File: src/core/sfc_consts.svh
`ifndef SFC_CONSTS_SVH
`define SFC_CONSTS_SVH
// Contract
// - all four count bits change together, only on a clock_in rising edge; here soft clear and soft load from the bus also change them off the edge.
// - load_enable_n low loads load_value at the next rising edge, ignoring both enables; here the edge is skipped while freeze is set or a soft clear or load lands.
// - count only with load_enable_n high and both enables high; otherwise hold.
// - each load_value bit goes to its matching count_out bit on a preset.
// - while clock_in is low the outputs keep their old value during a preset.
// - on a counting rising edge the counter steps to its next sequence state; here the edge is skipped while freeze is set or a soft clear or load lands.
// - terminal_flag high only when count_enable_chain high and count at 9 or 15; here the flag lags count_enable_chain by one core_clk.
// - decade counter accepts any preset, never counts past nine, wraps nine to zero.
// - decade counter preset to ten through fifteen rejoins zero-to-nine within two pulses.
// - clear_n low forces count_out to zero at once, over clock and all inputs.

// widths
`define SFC_CNT_W 4
`define SFC_MODE_W 2
`define SFC_ADDR_W 8
`define SFC_DATA_W 32
`define SFC_STRB_W 4
`define SFC_LANE_W 8
`define SFC_EVT_W 16

// count values
`define SFC_ZERO_CNT 4'h0
`define SFC_ONE_CNT 4'h1
`define SFC_DEC_TERM 4'h9
`define SFC_BIN_TERM 4'hf

// register byte offsets
`define SFC_CTRL_OFS 8'h00
`define SFC_STATUS_OFS 8'h04
`define SFC_WRAPS_OFS 8'h08
`define SFC_RISES_OFS 8'h0c
`define SFC_INFO_OFS 8'h10

// field positions
`define SFC_CTRL_FREEZE_BIT 0
`define SFC_CTRL_CLEAR_BIT 1
`define SFC_CTRL_LOAD_BIT 2
`define SFC_CTRL_VALUE_LSB 4
`define SFC_STAT_COUNT_LSB 0
`define SFC_STAT_TERM_BIT 4
`define SFC_STAT_MODE_LSB 5
`define SFC_INFO_DECADE_BIT 0
`define SFC_INFO_TERM_LSB 4

// bus answers
`define SFC_RESP_OKAY 2'h0
`define SFC_RESP_DECERR 2'h3
`endif

File: src/core/sfc_pkg.sv
`include "sfc_consts.svh"
package sfc_pkg;

  // mode picked at the last clock_in rising edge the core acted on (not frozen, no soft clear or load)
  typedef enum logic [`SFC_MODE_W-1:0] {SFC_HOLD, SFC_PRESET, SFC_COUNT} sfc_mode_e;

  // the counter's control pins, sampled together
  typedef struct packed {
    logic load_enable_n;
    logic [`SFC_CNT_W-1:0] load_value;
    logic count_enable_parallel;
    logic count_enable_chain;
  } sfc_pins_s;

  // software controls handed to the counter core
  typedef struct packed {
    logic freeze;
    logic soft_clear;
    logic soft_load;
    logic [`SFC_CNT_W-1:0] soft_value;
  } sfc_sw_s;

  // counter core state
  typedef struct packed {
    logic [`SFC_CNT_W-1:0] count;
    logic terminal;
    logic clk_prev;
    logic wrap;
    logic rise;
    sfc_mode_e mode;
  } sfc_core_s;

  // bus slave state
  typedef struct packed {
    logic awready;
    logic wready;
    logic bvalid;
    logic [1:0] bresp;
    logic arready;
    logic rvalid;
    logic [1:0] rresp;
    logic [`SFC_DATA_W-1:0] rdata;
    logic aw_held;
    logic [`SFC_ADDR_W-1:0] awaddr;
    logic w_held;
    logic [`SFC_DATA_W-1:0] wdata;
    logic [`SFC_STRB_W-1:0] wstrb;
    sfc_sw_s sw;
    logic [`SFC_EVT_W-1:0] wraps;
    logic [`SFC_EVT_W-1:0] rises;
  } sfc_bus_s;

endpackage : sfc_pkg

File: src/core/sfc_count_core.sv
`timescale 1ns/1ps
`include "sfc_consts.svh"

module sfc_count_core
  import sfc_pkg::*;
#(
  parameter bit DECADE = 1'b1
)
(
  input wire logic core_clk,
  input wire logic rst,
  input wire logic clear_n,
  input wire logic clock_in,
  input wire sfc_pins_s pins,
  input wire sfc_sw_s sw,
  output sfc_core_s core_q
);

  sfc_core_s core_d;
  sfc_mode_e mode_now;
  logic rise;
  logic [`SFC_CNT_W-1:0] term_val;

  assign term_val = DECADE ? `SFC_DEC_TERM : `SFC_BIN_TERM;

  // next state of the count sequence for either variant
  function automatic logic [`SFC_CNT_W-1:0] next_count(input logic [`SFC_CNT_W-1:0] c);
    logic [`SFC_CNT_W-1:0] n;
    n = c + `SFC_ONE_CNT;
    if (DECADE && c == `SFC_DEC_TERM)
      n = `SFC_ZERO_CNT;
    else if (DECADE && c > `SFC_DEC_TERM)
      n = c[0] ? `SFC_ZERO_CNT : n; // odd illegal states fall to zero, even ones step once
    next_count = n; // binary rolls 15 to 0 by width
  endfunction : next_count

  // mode decode and the single-edge update of all four bits
  always_comb
  begin
    core_d = core_q;
    core_d.clk_prev = clock_in;
    core_d.wrap = 1'b0;
    rise = clock_in & ~core_q.clk_prev; // besides soft clear and soft load, only a low-to-high step of clock_in moves the count
    core_d.rise = rise;
    if (!pins.load_enable_n)
      mode_now = SFC_PRESET; // load wins over both enables
    else if (pins.count_enable_parallel && pins.count_enable_chain)
      mode_now = SFC_COUNT;
    else
      mode_now = SFC_HOLD;
    if (sw.soft_clear)
      core_d.count = `SFC_ZERO_CNT;
    else if (sw.soft_load)
      core_d.count = sw.soft_value;
    else if (rise && !sw.freeze)
    begin
      core_d.mode = mode_now; // pins are taken as sampled at the edge, stable while low
      case (mode_now)
        SFC_PRESET: core_d.count = pins.load_value; // bit for bit
        SFC_COUNT:
        begin
          core_d.count = next_count(core_q.count);
          core_d.wrap = (core_q.count == term_val);
        end
        default: core_d.count = core_q.count; // hold, also between edges
      endcase
    end
    core_d.terminal = pins.count_enable_chain && (core_d.count == term_val);
  end

  // clear_n acts without the clock; rst is synchronous
  always_ff @(posedge core_clk or negedge clear_n)
  begin
    if (!clear_n)
      core_q <= '0;
    else if (rst)
      core_q <= '0;
    else
      core_q <= core_d;
  end

endmodule : sfc_count_core

File: src/core/sfc_counter.sv
// The AXI4-Lite register port and the register addresses were chosen for this implementation.
`timescale 1ns/1ps
`include "sfc_consts.svh"

module sfc_counter
  import sfc_pkg::*;
#(
  parameter bit DECADE = 1'b1
)
(
  input wire logic core_clk,
  input wire logic rst,
  input wire logic clear_n,
  input wire logic clock_in,
  input wire logic load_enable_n,
  input wire logic [`SFC_CNT_W-1:0] load_value,
  input wire logic count_enable_parallel,
  input wire logic count_enable_chain,
  output logic [`SFC_CNT_W-1:0] count_out,
  output logic terminal_flag,
  input wire logic [`SFC_ADDR_W-1:0] s_axi_awaddr,
  input wire logic s_axi_awvalid,
  output logic s_axi_awready,
  input wire logic [`SFC_DATA_W-1:0] s_axi_wdata,
  input wire logic [`SFC_STRB_W-1:0] s_axi_wstrb,
  input wire logic s_axi_wvalid,
  output logic s_axi_wready,
  output logic [1:0] s_axi_bresp,
  output logic s_axi_bvalid,
  input wire logic s_axi_bready,
  input wire logic [`SFC_ADDR_W-1:0] s_axi_araddr,
  input wire logic s_axi_arvalid,
  output logic s_axi_arready,
  output logic [`SFC_DATA_W-1:0] s_axi_rdata,
  output logic [1:0] s_axi_rresp,
  output logic s_axi_rvalid,
  input wire logic s_axi_rready
);

  sfc_pins_s pins;
  sfc_core_s core_q;
  sfc_bus_s bus_q;
  sfc_bus_s bus_d;
  logic aw_fire;
  logic w_fire;
  logic b_fire;
  logic ar_fire;
  logic r_fire;
  logic commit;
  logic [`SFC_ADDR_W-1:0] wr_word;
  logic [`SFC_DATA_W-1:0] old_word;
  logic [`SFC_DATA_W-1:0] merged_word;
  logic [`SFC_EVT_W-1:0] wraps_next;
  logic [`SFC_EVT_W-1:0] rises_next;

  // the pins travel to the core as one group; one driver for the whole struct
  assign pins = {load_enable_n, load_value, count_enable_parallel, count_enable_chain};

  // the counter itself; it owns the asynchronous clear
  sfc_count_core #(
    .DECADE(DECADE)
  ) u_core (
    .core_clk(core_clk),
    .rst(rst),
    .clear_n(clear_n),
    .clock_in(clock_in),
    .pins(pins),
    .sw(bus_q.sw),
    .core_q(core_q)
  );

  // counter outputs come straight from the core flops
  assign count_out = core_q.count;
  assign terminal_flag = core_q.terminal;

  // bus outputs come straight from the slave flops
  assign s_axi_awready = bus_q.awready;
  assign s_axi_wready = bus_q.wready;
  assign s_axi_bvalid = bus_q.bvalid;
  assign s_axi_bresp = bus_q.bresp;
  assign s_axi_arready = bus_q.arready;
  assign s_axi_rvalid = bus_q.rvalid;
  assign s_axi_rresp = bus_q.rresp;
  assign s_axi_rdata = bus_q.rdata;

  // handshakes on the five channels
  assign aw_fire = s_axi_awvalid & bus_q.awready;
  assign w_fire = s_axi_wvalid & bus_q.wready;
  assign b_fire = bus_q.bvalid & s_axi_bready;
  assign ar_fire = s_axi_arvalid & bus_q.arready;
  assign r_fire = bus_q.rvalid & s_axi_rready;

  // a write lands once address and data are both held and no answer is pending
  assign commit = bus_q.aw_held & bus_q.w_held & ~bus_q.bvalid;
  assign wr_word = {bus_q.awaddr[`SFC_ADDR_W-1:2], 2'h0};

  // low address bits are ignored, so every access is one aligned word
  function automatic logic is_mapped(input logic [`SFC_ADDR_W-1:0] addr);
    logic [`SFC_ADDR_W-1:0] word_addr;
    word_addr = {addr[`SFC_ADDR_W-1:2], 2'h0};
    is_mapped = (word_addr == `SFC_CTRL_OFS) || (word_addr == `SFC_STATUS_OFS) ||
                (word_addr == `SFC_WRAPS_OFS) || (word_addr == `SFC_RISES_OFS) ||
                (word_addr == `SFC_INFO_OFS);
  endfunction : is_mapped

  // read view of every register; unused bits read as zero
  function automatic logic [`SFC_DATA_W-1:0] read_word(
    input logic [`SFC_ADDR_W-1:0] addr,
    input sfc_bus_s b,
    input sfc_core_s c,
    input logic decade
  );
    logic [`SFC_ADDR_W-1:0] word_addr;
    logic [`SFC_DATA_W-1:0] w;
    word_addr = {addr[`SFC_ADDR_W-1:2], 2'h0};
    w = '0;
    case (word_addr)
      `SFC_CTRL_OFS:
      begin
        // clear and load are pulses and always read back low
        w[`SFC_CTRL_FREEZE_BIT] = b.sw.freeze;
        w[`SFC_CTRL_VALUE_LSB +: `SFC_CNT_W] = b.sw.soft_value;
      end
      `SFC_STATUS_OFS:
      begin
        w[`SFC_STAT_COUNT_LSB +: `SFC_CNT_W] = c.count;
        w[`SFC_STAT_TERM_BIT] = c.terminal;
        w[`SFC_STAT_MODE_LSB +: `SFC_MODE_W] = c.mode;
      end
      `SFC_WRAPS_OFS:
      begin
        w[`SFC_EVT_W-1:0] = b.wraps;
      end
      `SFC_RISES_OFS:
      begin
        w[`SFC_EVT_W-1:0] = b.rises;
      end
      `SFC_INFO_OFS:
      begin
        w[`SFC_INFO_DECADE_BIT] = decade;
        w[`SFC_INFO_TERM_LSB +: `SFC_CNT_W] = decade ? `SFC_DEC_TERM : `SFC_BIN_TERM;
      end
      default:
      begin
        w = '0;
      end
    endcase
    read_word = w;
  endfunction : read_word

  // the word as it stands, for lanes whose strobe is low
  assign old_word = read_word(bus_q.awaddr, bus_q, core_q, DECADE);

  // byte-lane merge: only strobed lanes take the new data
  generate
    for (genvar g = 0; g < `SFC_STRB_W; g++)
    begin : g_lane
      assign merged_word[g*`SFC_LANE_W +: `SFC_LANE_W] =
        bus_q.wstrb[g] ? bus_q.wdata[g*`SFC_LANE_W +: `SFC_LANE_W] : old_word[g*`SFC_LANE_W +: `SFC_LANE_W];
    end
  endgenerate

  // event counters; an event in the clearing cycle counts as the first one after the clear
  always_comb
  begin
    wraps_next = bus_q.wraps + (core_q.wrap ? `SFC_EVT_W'(1) : `SFC_EVT_W'(0));
    rises_next = bus_q.rises + (core_q.rise ? `SFC_EVT_W'(1) : `SFC_EVT_W'(0));
    if (commit && wr_word == `SFC_WRAPS_OFS)
      wraps_next = core_q.wrap ? `SFC_EVT_W'(1) : `SFC_EVT_W'(0);
    if (commit && wr_word == `SFC_RISES_OFS)
      rises_next = core_q.rise ? `SFC_EVT_W'(1) : `SFC_EVT_W'(0);
  end

  // slave next state: address, data, write effects, answers and readies
  always_comb
  begin
    bus_d = bus_q;
    bus_d.sw.soft_clear = 1'b0; // both are one-cycle pulses into the core
    bus_d.sw.soft_load = 1'b0;
    bus_d.wraps = wraps_next;
    bus_d.rises = rises_next;

    // address and data are taken in either order and held until the write lands
    if (aw_fire)
    begin
      bus_d.aw_held = 1'b1;
      bus_d.awaddr = s_axi_awaddr;
    end
    if (w_fire)
    begin
      bus_d.w_held = 1'b1;
      bus_d.wdata = s_axi_wdata;
      bus_d.wstrb = s_axi_wstrb;
    end

    // apply the write and raise the answer in the same step
    if (commit)
    begin
      bus_d.aw_held = 1'b0;
      bus_d.w_held = 1'b0;
      bus_d.bvalid = 1'b1;
      bus_d.bresp = is_mapped(bus_q.awaddr) ? `SFC_RESP_OKAY : `SFC_RESP_DECERR;
      if (wr_word == `SFC_CTRL_OFS)
      begin
        bus_d.sw.freeze = merged_word[`SFC_CTRL_FREEZE_BIT];
        bus_d.sw.soft_clear = merged_word[`SFC_CTRL_CLEAR_BIT];
        bus_d.sw.soft_load = merged_word[`SFC_CTRL_LOAD_BIT];
        bus_d.sw.soft_value = merged_word[`SFC_CTRL_VALUE_LSB +: `SFC_CNT_W];
      end
    end
    else if (b_fire)
    begin
      bus_d.bvalid = 1'b0;
      bus_d.bresp = `SFC_RESP_OKAY;
    end

    // reads answer one cycle after the address is taken, data captured then
    if (ar_fire)
    begin
      bus_d.rvalid = 1'b1;
      bus_d.rdata = read_word(s_axi_araddr, bus_q, core_q, DECADE);
      bus_d.rresp = is_mapped(s_axi_araddr) ? `SFC_RESP_OKAY : `SFC_RESP_DECERR;
    end
    else if (r_fire)
    begin
      bus_d.rvalid = 1'b0;
      bus_d.rdata = '0;
      bus_d.rresp = `SFC_RESP_OKAY;
    end

    // readies close while a channel is held or an answer waits, so one write and one read at a time
    bus_d.awready = ~bus_d.aw_held & ~bus_d.bvalid;
    bus_d.wready = ~bus_d.w_held & ~bus_d.bvalid;
    bus_d.arready = ~bus_d.rvalid;
  end

  // slave registers; clear_n leaves the bus side alone
  always_ff @(posedge core_clk)
  begin
    if (rst)
      bus_q <= '0;
    else
      bus_q <= bus_d;
  end

endmodule : sfc_counter

File: config.mk
export PLATFORM = sky130hd
export DESIGN_NAME = sfc_counter
export DESIGN_NICKNAME = d
export VERILOG_FILES = /design/src/core/sfc_pkg.sv /design/src/core/sfc_count_core.sv /design/src/core/sfc_counter.sv
export VERILOG_INCLUDE_DIRS = /design/src /design/src/core
export SDC_FILE = /design/constraint.sdc
export NUM_CORES = 1
export LEC_CHECK = 0
export BUFFER_PORTS_ARGS = -buffer_cell sky130_fd_sc_hd__buf_2
export CAP_MARGIN = 20
export CORE_ASPECT_RATIO = 1.2
export CORE_UTILIZATION = 48
export DETAILED_ROUTE_END_ITERATION = 12
export PLACE_DENSITY = 0.82
export SYNTH_ARGS = -nofsm -noshare
export SYNTH_HDL_FRONTEND = slang
export SYNTH_SLANG_ARGS = --single-unit
File: constraint.sdc
create_clock -name core_clk -period 1.6 [get_ports core_clk]
set_clock_uncertainty 0.05 [all_clocks]
set_input_delay 0.08 -clock core_clk [delete_from_list [all_inputs] [get_ports core_clk]]
set_output_delay 0.08 -clock core_clk [all_outputs]
set_load 0.01 [all_outputs]
==> parameters.txt, run 1 <==
Parameter                              Value

Status
  Run status    finished, violations left
  Failing checks    negative setup slack

Setup path
  Delay of the slowest cell on the worst path    0.45 ns
  Path depth of the worst reg2reg path    7
  Top delay family on crit path    compound AO/OA/AOI/OAI gates
  Worst flop-to-flop path startpoint    u_core.core_q[6]
  Worst Path Max Fanout    4
  Critical-path cell list    buf_6 -> ha_4 -> a21boi_2 -> o32ai_2 -> nor3_1 -> o221ai_1 -> and4b_1
  Setup slack of the worst register-to-register path    -0.23 ns
  Critical path's slowest cell    dfrtp_2
  Data required time at the worst endpoint    1.81 ns
  Count of buffer and inverter cells on the critical path    1
  Kind of end point of the critical path    register
  Kind of critical path    reg2reg
  RR Endpoint    u_core.core_q[5]
  Category of the worst setup path launch point    register
  Crit path arrival time    2.03 ns

Hold path
  Hold Crit Start    s_axi_awvalid
  Terminating pin of the worst hold path    bus_q[79]
  Hold path depth    3
  Worst min-delay path class    in2reg

Synthesis
  Post-synthesis xor/xnor area fraction    0.0565
  Yosys warns    0
  Top-area cell type share of the netlist area    0.360
  Area fraction in and, or, nand and nor cells after synthesis    0.224
  Adder-cell area share of the yosys netlist    0.0231
  Mean post-synth cell area    8.58 sq um
  Main combinational cell family by area after synthesis    simple AND/OR/NAND/NOR gates
  Main synth FF type    dfxtp_1
  Largest area contributor in the synthesized netlist    dfxtp_1
  Proportion of synthesized area in mux cells    0.0568
  Number of register bits inferred by synthesis    88
  Number of enable flip-flop cells after synthesis    0
  Compound-Gate Fraction of Synth Area    0.121
  Synthesized instance count    506
  Leading cell types by total area after synthesis    dfxtp_1 (36%), buf_4 (7.3%), nor2_1 (7.2%)
  Netlist area before placement    4340 sq um
  Part of the Yosys area used for sequential elements    0.417
  Unique masters post-synth    54
  Post-synth ARST share    0.114

Layout
  Fill cells    636
  Ratio of cells with drive above 1 in the final layout    0.304
  Antenna diodes    0
  Most flops, register    bus_q
  Core utilization of the finished layout    0.655
  Synthesis-to-finish area growth    30.7%
  Area of all placed cells without fillers    5670 sq um
  Number of flip-flops under the largest register name    55
  Layout net count    702

GRT
  Wire length of the first global-routing pass    17.2 mm
  Total track usage    0.236
  Via count of the first global-routing pass    3849
  Leftover overflow at the end of global routing    0
  Maximum number of pins on one net before global-route repair    24
  Number of antenna violations at the first check in global routing    0

Detailed routing
  Number of antenna-violating nets in the routed design    0
  Vias per std cell    5.37
  Starting DRT DRC Count    241
  Total Routed Length    11.7 mm
  DRC violation count after routing    0
  Final routed wire length divided by cell count    15.6 microns
  Total vias in the final route    4019
  First-pass detailed-route iteration total    5

CTS
  Max Root-Sink Buffers    2
  Clock buffers created by TritonCTS    9
  Reg clk slew, reported paths    0.09 ns
  Clock insertion delay at the later pin of the skew report    0.36 ns
  Root Buffer    clkbuf_8
  Sink count of the clock tree    88
  TritonCTS clock tree    yes
  H-tree Lvls    3

Power
  P_int    3.62 mW
  Largest voltage drop on the vdd net    0.000630 V
  Power, Total    4.82 mW
  Relative contribution of combinational cells to total power    0.130
  Switching Fraction    0.249
  Power per cell area    850 nW/um^2
  Static leakage    2.42 nW
  Relative contribution of the clock network to total power    0.391
  Switch Pwr    1.20 mW
  Sequential fraction of design power    0.479

Timing
  Worst path setup slack after routing    -0.226 ns
  Final Slew Violations    0
  Period Utilization, post-route    1.14
  Maximum clock rate    0.548 GHz
  Min Clock Period, post-route    1.83 ns
  Unrepaired setup endpoints after global routing    yes
  Final-layout worst hold slack    0.0153 ns
  Final Hold Vio Count    0
  Final setup violation count    41

Place
  Total placed instance area    4920 sq um
  RePlAce Congestion    1.00
  Detail Placement HPWL    7.51 mm
  Count of port buffers added during placement    65

Die
  Height of the chip    106 microns
  Core Rows    37
  Core area    8660 sq um
  Area of the die    9430 sq um
  Num ports    114
  Initial Util    0.502
  Overall die width    88.8 microns

Flow run
  Max-cap viol count    0
## repair_timing
| item | 4_1_cts | 5_1_grt |
|---|---|---|
| cloned | 0 | 1 |
| setup endpoints to repair | 41 | 52 |
| resized for setup | 14 | 33 |
| hold endpoints to repair | 28 | 0 |
| pin swaps | 7 | 12 |
| hold buffers | 22 | 0 |
| setup buffers | 3 | 7 |
## Yosys cell counts, drive strengths merged (3+ instances only)
library cell  count
ha                8
xnor2            20
a22o              5
clkbuf           15
dfrtp            10
nand4             5
a21boi            3
nor3             14
mux2              9
xor2              8
nand3b            3
or4               3
nand2b            5
nor2             83
nand2            48
buf              45
o21ai            10
nor2b             6
a22oi            18
mux2i            10
nor3b             3
inv              12
dfxtp            78
nand3            21
and3              7
a21oi            28
## routing by layer
metal | global-route usage | up-vias | wire [microns]
li1 | - | 1936 | -
met1 | 0.269 | 1891 | 4580
met2 | 0.425 | 159 | 6180
met3 | 0.0396 | 33 | 607
met4 | 0.0979 | 0 | 293
met5 | 0 | - | 0
## worst reg2reg max path, cell delays in order (launching register included)
cell	delay [ns]
dfrtp_2	0.45
buf_6	0.14
ha_4	0.13
a21boi_2	0.20
o32ai_2	0.10
nor3_1	0.24
o221ai_1	0.18
and4b_1	0.23
## through the flow
| step | TNS (ns) | instances | worst slack, ns |
|---|---|---|---|
| finish | -5.64 | 748 | -0.226 |
| global route | -8.77 | 748 | -0.294 |
| CTS | -5.19 | 740 | -0.173 |
| detailed placement | -4.97 | 699 | -0.166 |
| global placement | -4.13 | 699 | -0.126 |
| floorplan | -2.08 | 521 | -0.131 |
## power by group through the flow
stage | Clock, mW | Combinational, mW | Sequential [mW]
floorplan | 0 | 0.325 | 2.34
global placement | 0 | 0.467 | 2.34
detailed placement | 0 | 0.479 | 2.35
CTS | 1.88 | 0.542 | 2.30
global route | 1.98 | 0.673 | 2.32
finish | 1.88 | 0.628 | 2.31
## placed cells by master (no fill, tap or decap), types with 6 or more instances in the layout
cell type	count
nor2b_1	6
nand3_1	20
a22oi_1	18
inv_1	10
mux2_2	9
clkbuf_8	10
mux2i_1	10
xor2_1	8
buf_4	60
dfrtp_1	7
a21oi_1	28
o21ai_0	9
xnor2_1	20
nor3_1	10
dfxtp_1	78
dlygate4sd3_1	22
nand2_1	46
buf_2	65
conb_1	16
nor2_1	81
## logic make-up (layout without fill, tap and decap cells)
family,count (synthesis),in the layout
simple gates,208,209
other cells,1,16
fa+ha+maj,8,8
compound gates,80,80
xor+xnor,28,28
buf+inv,72,181
mux,21,21
flops,88,88
## worst max-delay path by stage
stage	from	endpoint	depth (start not counted)
detailed placement	u_core.core_q[2]	bus_q[13]	6
CTS	bus_q[80]	bus_q[0]	6
floorplan	bus_q[80]	bus_q[31]	7
finish	u_core.core_q[6]	u_core.core_q[5]	7
global placement	u_core.core_q[7]	u_core.core_q[5]	7
global route	u_core.core_q[6]	u_core.core_q[5]	7
## cell type report
class / instances / area, sq um / area share
Sequential cell: 88 / 1820 / 0.320
Clock buffer: 11 / 141 / 0.0249
Clock inverter: 5 / 104 / 0.0183
Tap cell: 117 / 146 / 0.0258
Timing Repair Buffer: 153 / 1070 / 0.189
Inverter: 12 / 47.5 / 0.00838
Multi-Input combinational cell: 362 / 2350 / 0.414
(Power assumes the default switching activity.)
==> run 2, diff against run 1 <==
--- a/config.mk
+++ b/config.mk
@@ -12,6 +12,7 @@
 export CORE_UTILIZATION = 48
 export DETAILED_ROUTE_END_ITERATION = 12
 export PLACE_DENSITY = 0.82
+export RECOVER_POWER = 50
 export SYNTH_ARGS = -nofsm -noshare
 export SYNTH_HDL_FRONTEND = slang
 export SYNTH_SLANG_ARGS = --single-unit
==> run 2 against run 1 <==
The flow still finishes with violations (negative setup slack). Via count about the same. Setup slack got worse by 0.00089 ns. Sequential power about the same. Total power barely moved. Final cell count unchanged. Count of clock-buffer cells in the layout unchanged.
==> parameters.txt, run 2 (synthesized netlist as in run 1, its figures left out) <==
Parameter                              Value

Status
  Run status    finished, violations left
  Failing checks    negative setup slack

Layout
  Area of all placed cells without fillers    5670 sq um
  Most frequent standard cell in the layout excluding fill and tap cells    nor2_1
  Commonest non-fill, non-tap cells in the layout    nor2_1 (81), dfxtp_1 (78), buf_2 (64)
  Non-filler instance count after layout    748
  Ratio of cells with drive above 1 in the final layout    0.303
  Antenna diodes    0
  Layout net count    702
  Synthesis-to-finish area growth    30.6%
  Number of flip-flops under the largest register name    55
  Most flops, register    bus_q

Setup path
  Path depth of the worst reg2reg path    7
  Data required time at the worst endpoint    1.81 ns
  RR Endpoint    u_core.core_q[5]
  Worst Path Max Fanout    4
  Setup slack of the worst register-to-register path    -0.23 ns
  Delay of the slowest cell on the worst path    0.45 ns
  Crit path arrival time    2.03 ns
  Category of the worst setup path launch point    register
  Critical-path cell list    buf_6 -> ha_4 -> a21boi_2 -> o32ai_2 -> nor3_1 -> o221ai_1 -> and4b_1
  Kind of end point of the critical path    register
  Worst flop-to-flop path startpoint    u_core.core_q[6]
  Critical path's slowest cell    dfrtp_2
  Kind of critical path    reg2reg

Place
  Detail Placement HPWL    7.51 mm
  Count of port buffers added during placement    65
  Total placed instance area    4920 sq um
  Post-Place Cells    699
  RePlAce Congestion    1.00

Power
  Largest voltage drop on the vdd net    0.000630 V
  Power per cell area    850 nW/um^2
  Static leakage    2.41 nW

GRT
  Number of antenna violations at the first check in global routing    0
  Via count of the first global-routing pass    3849
  Wire length of the first global-routing pass    17.2 mm
  Total track usage    0.236
  Leftover overflow at the end of global routing    0
  Maximum number of pins on one net before global-route repair    24

Hold path
  Hold path depth    3
  Worst min-delay path class    in2reg
  Hold Crit Start    s_axi_awvalid
  Terminating pin of the worst hold path    bus_q[79]

Detailed routing
  Vias per std cell    5.38
  Number of antenna-violating nets in the routed design    0
  Met2 Wirelength    6.18 mm
  Met1 layer wirelength in the final routing    4.56 mm
  First-pass detailed-route iteration total    5
  Top layer used by detailed routing    met4
  Final routed wire length divided by cell count    15.6 microns
  Total Routed Length    11.7 mm
  Met3 wire length    621 microns
  Starting DRT DRC Count    241
  Total vias in the final route    4022
  DRC violation count after routing    0

CTS
  Max Root-Sink Buffers    2
  H-tree Lvls    3
  Root Buffer    clkbuf_8
  Clock insertion delay at the later pin of the skew report    0.36 ns
  TritonCTS clock tree    yes
  Sink count of the clock tree    88
  Reg clk slew, reported paths    0.09 ns
  Clock buffers created by TritonCTS    9

Flow run
  Max-cap viol count    0

Timing
  Period Utilization, post-route    1.14
  Worst path setup slack after routing    -0.227 ns
  Min Clock Period, post-route    1.83 ns
  Worst Max-Slew Pin Slew    0.631 ns
  Final Slew Violations    0
  Unrepaired setup endpoints after global routing    yes
  Final setup violation count    41
  Final Hold Vio Count    0
  Relative max-transition margin    0.580
  Final-layout worst hold slack    0.0154 ns
  Maximum clock rate    0.547 GHz

Die
  Core Rows    37
  Height of the chip    106 microns
  Overall die width    88.8 microns
  Initial Util    0.502
  Core area    8660 sq um
  Area of the die    9430 sq um
  Num ports    114
run 2: cell count changes in the layout (fill, tap and decap cells not counted):
cell      change
buf_2         -1
clkbuf_1      +1
run 2: what timing repair did:
action / in CTS / in global routing
hold endpoints to repair: 28 / 0
setup endpoints to repair: 41 / 52
cloned: 0 / 1
gates resized for setup: 14 / 33
buffers inserted: 3 / 7
pin swaps: 7 / 12
hold buffers: 22 / 0
run 2: critical path: cells and delay by family, from the launching register on:
family	cells	cell delay [ns]
compound gates	3	0.48
fa+ha+maj	1	0.13
buf+inv	1	0.14
flops	1	0.45
simple gates	2	0.47
run 2: stage by stage:
step	utilization	total power [mW]	setup TNS [ns]	worst slack [ns]
after global placement	0.569	2.81	-4.13	-0.126
final	0.655	4.82	-5.64	-0.227
after CTS	0.630	4.71	-5.19	-0.173
after floorplan	-	2.66	-2.08	-0.131
after global routing	0.655	4.97	-8.77	-0.294
after detailed placement	0.569	2.83	-4.97	-0.166
run 2: area by class of cell:
| type | instances | area (sq um) |
|---|---|---|
| Clock buffer | 11 | 141 |
| Clock inverter | 5 | 104 |
| Timing Repair Buffer | 153 | 1070 |
| Multi-Input combinational cell | 362 | 2350 |
| Inverter | 12 | 47.5 |
| Sequential cell | 88 | 1820 |
| Fill cell | 636 | 2990 |
| Tap cell | 117 | 146 |
run 2: per-layer routing:
metal	up-vias	GRT usage
met4	0	0.0979
met5	-	0
met1	1890	0.269
met2	163	0.425
met3	33	0.0396
li1	1936	-
run 2: how the worst max path moves through the flow:
stage / slack (ns) / to / from / cells after the start
finish: -0.23 / u_core.core_q[5] / u_core.core_q[6] / 7
global route: -0.29 / u_core.core_q[5] / u_core.core_q[6] / 7
CTS: -0.17 / bus_q[0] / bus_q[80] / 6
detailed placement: -0.17 / bus_q[13] / u_core.core_q[2] / 6
global placement: -0.13 / u_core.core_q[5] / u_core.core_q[7] / 7
floorplan: -0.13 / bus_q[31] / bus_q[80] / 7
run 2: report_power, final:
| group | switching, mW | leakage, nW | internal [mW] |
|---|---|---|---|
| logic | 0.330 | 1.53 | 0.297 |
| clock network | 0.803 | 0.124 | 1.08 |
| registers | 0.0661 | 0.761 | 2.25 |
| total | 1.20 | 2.41 | 3.62 |
==> run 3, diff against run 2 <==
--- a/config.mk
+++ b/config.mk
@@ -9,6 +9,7 @@
 export BUFFER_PORTS_ARGS = -buffer_cell sky130_fd_sc_hd__buf_2
 export CAP_MARGIN = 20
 export CORE_ASPECT_RATIO = 1.2
+export CORE_MARGIN = 2
 export CORE_UTILIZATION = 48
 export DETAILED_ROUTE_END_ITERATION = 12
 export PLACE_DENSITY = 0.82
==> run 3 against run 2 <==
The flow still finishes with violations (negative setup slack). Non-clock buffer count increased by 3. Die area increased by 4.2%. Hold slack improved by 0.076 ns. Clock power decreased by 26%. Core utilization decreased by 1.2 points. Combinational power increased by 1%. Sequential power about the same. Largest cell class unchanged. Via count increased by 0.62%. Highest routed layer unchanged.
==> parameters.txt, run 3 (synthesized netlist as in run 1, its figures left out) <==
Parameter                              Value

CTS
  Clock insertion delay at the later pin of the skew report    0.36 ns
  Clock buffers created by TritonCTS    9
  H-tree Lvls    3
  Reg clk slew, reported paths    0.08 ns
  Sink count of the clock tree    88
  TritonCTS clock tree    yes
  Max Root-Sink Buffers    2
  Root Buffer    clkbuf_8

GRT
  Number of antenna violations at the first check in global routing    0
  Via count of the first global-routing pass    3841
  Maximum number of pins on one net before global-route repair    24
  Leftover overflow at the end of global routing    0
  Wire length of the first global-routing pass    17.3 mm
  Total track usage    0.219

Place
  Post-Place Cells    697
  Total placed instance area    4890 sq um
  Place WS    -0.189 ns
  RePlAce Congestion    0.898
  Count of port buffers added during placement    65
  Detail Placement HPWL    7.40 mm

Timing
  Final Slew Violations    0
  Unrepaired setup endpoints after global routing    yes
  Worst path setup slack after routing    -0.227 ns
  Min Clock Period, post-route    1.83 ns
  Final TNS setup    -4.85 ns
  Period Utilization, post-route    1.14
  Final setup violation count    40
  Final Hold Vio Count    0
  Worst Max-Slew Pin Slew    0.606 ns
  Final-layout worst hold slack    0.0910 ns
  Relative max-transition margin    0.596
  Maximum clock rate    0.547 GHz

Setup path
  Kind of end point of the critical path    register
  Category of the worst setup path launch point    register
  Data required time at the worst endpoint    1.84 ns
  Kind of critical path    reg2reg
  Crit path arrival time    2.07 ns
  Worst Path Max Fanout    6

Detailed routing
  Total Routed Length    11.6 mm
  Final routed wire length divided by cell count    15.4 microns
  Starting DRT DRC Count    231
  DRC violation count after routing    0
  Number of antenna-violating nets in the routed design    0
  First-pass detailed-route iteration total    6
  Vias per std cell    5.37
  Total vias in the final route    4047

Layout
  Fill cells    714
  Most flops, register    bus_q
  Ratio of cells with drive above 1 in the final layout    0.299
  Synthesis-to-finish area growth    32.5%
  Layout net count    704
  Area of all placed cells without fillers    5750 sq um
  Most frequent standard cell in the layout excluding fill and tap cells    dfxtp_1
  Non-filler instance count after layout    753
  Number of flip-flops under the largest register name    55
  Core utilization of the finished layout    0.643
  Commonest non-fill, non-tap cells in the layout    dfxtp_1 (77), nor2_1 (69), buf_4 (58)
  Antenna diodes    0

Die
  Num ports    114
  Core area    8940 sq um
  Initial Util    0.486
  Core Rows    38
  Area of the die    9830 sq um
  Overall die width    90.8 microns
  Height of the chip    108 microns

Status
  Run status    finished, violations left
  Failing checks    negative setup slack

Hold path
  Worst min-delay path class    in2reg

Flow run
  Max-cap viol count    0

Power
  Largest voltage drop on the vdd net    0.000539 V
  Power per cell area    753 nW/um^2
  Power, Total    4.33 mW
  Static leakage    2.33 nW
-- run 3: cell types whose count changed in the layout (fill, tap and decap cells not counted), sizes merged --
cell and delta:
clkinvlp +2, bufinv -3, buf -25, clkbuf +25
dlygate4sd3 +3, inv +1, nand2 -1
-- run 3: power breakdown --
group | switching [mW] | total, mW | internal, mW
clock | 0.786 | 1.39 | 0.603
sequential | 0.0627 | 2.31 | 2.24
combinational | 0.327 | 0.633 | 0.306
-- run 3: cell type report --
type | instances | area (sq um) | area share
clock buffers | 11 | 141 | 0.0246
clock inverters | 5 | 31.3 | 0.00544
repair buffers | 156 | 1090 | 0.190
flip-flops and latches | 88 | 1820 | 0.316
multi-input cells | 361 | 2470 | 0.430
well taps | 120 | 150 | 0.0261
inverters | 12 | 50.0 | 0.00870
-- run 3: what timing repair did --
action                                 CTS  global route
hold buffers                            25             0
setup buffers                            8             6
pin swaps                               11            25
endpoints found under the hold margin   34             0
gates resized for setup                 22            54
gates cloned                             0             1
setup endpoints to repair               41            44
-- run 3: critical path, stage by stage (launching register included) --
cell and delay, ns:
dfrtp_1 0.49, inv_1 0.15, o41ai_1 0.50, a21oi_1 0.14, o21ai_1 0.20, and4b_1 0.23
-- run 3: layer usage --
metal  vias up  global-route usage  wire length (microns)
met2       189               0.392                   6090
li1       1923                   -                      -
met5         -                   0                      0
met4         0               0.134                    422
met3        37              0.0314                    610
met1      1898               0.248                   4460
-- run 3: final timing paths --
path | slack, ns | from | depth (start not counted) | endpoint
worst max-delay path | -0.23 | u_core.core_q[8] | 5 | u_core.core_q[5]
worst min-delay path | 0.09 | s_axi_arvalid | 4 | s_axi_rvalid
worst max register to register | -0.23 | u_core.core_q[8] | 5 | u_core.core_q[5]
worst min register to register | 0.41 | s_axi_rdata[4] | 2 | s_axi_rdata[4]
max in group asynchronous | 0.89 | clear_n | 2 | u_core.core_q[6]
min in group asynchronous | 0.18 | clear_n | 2 | u_core.core_q[7]
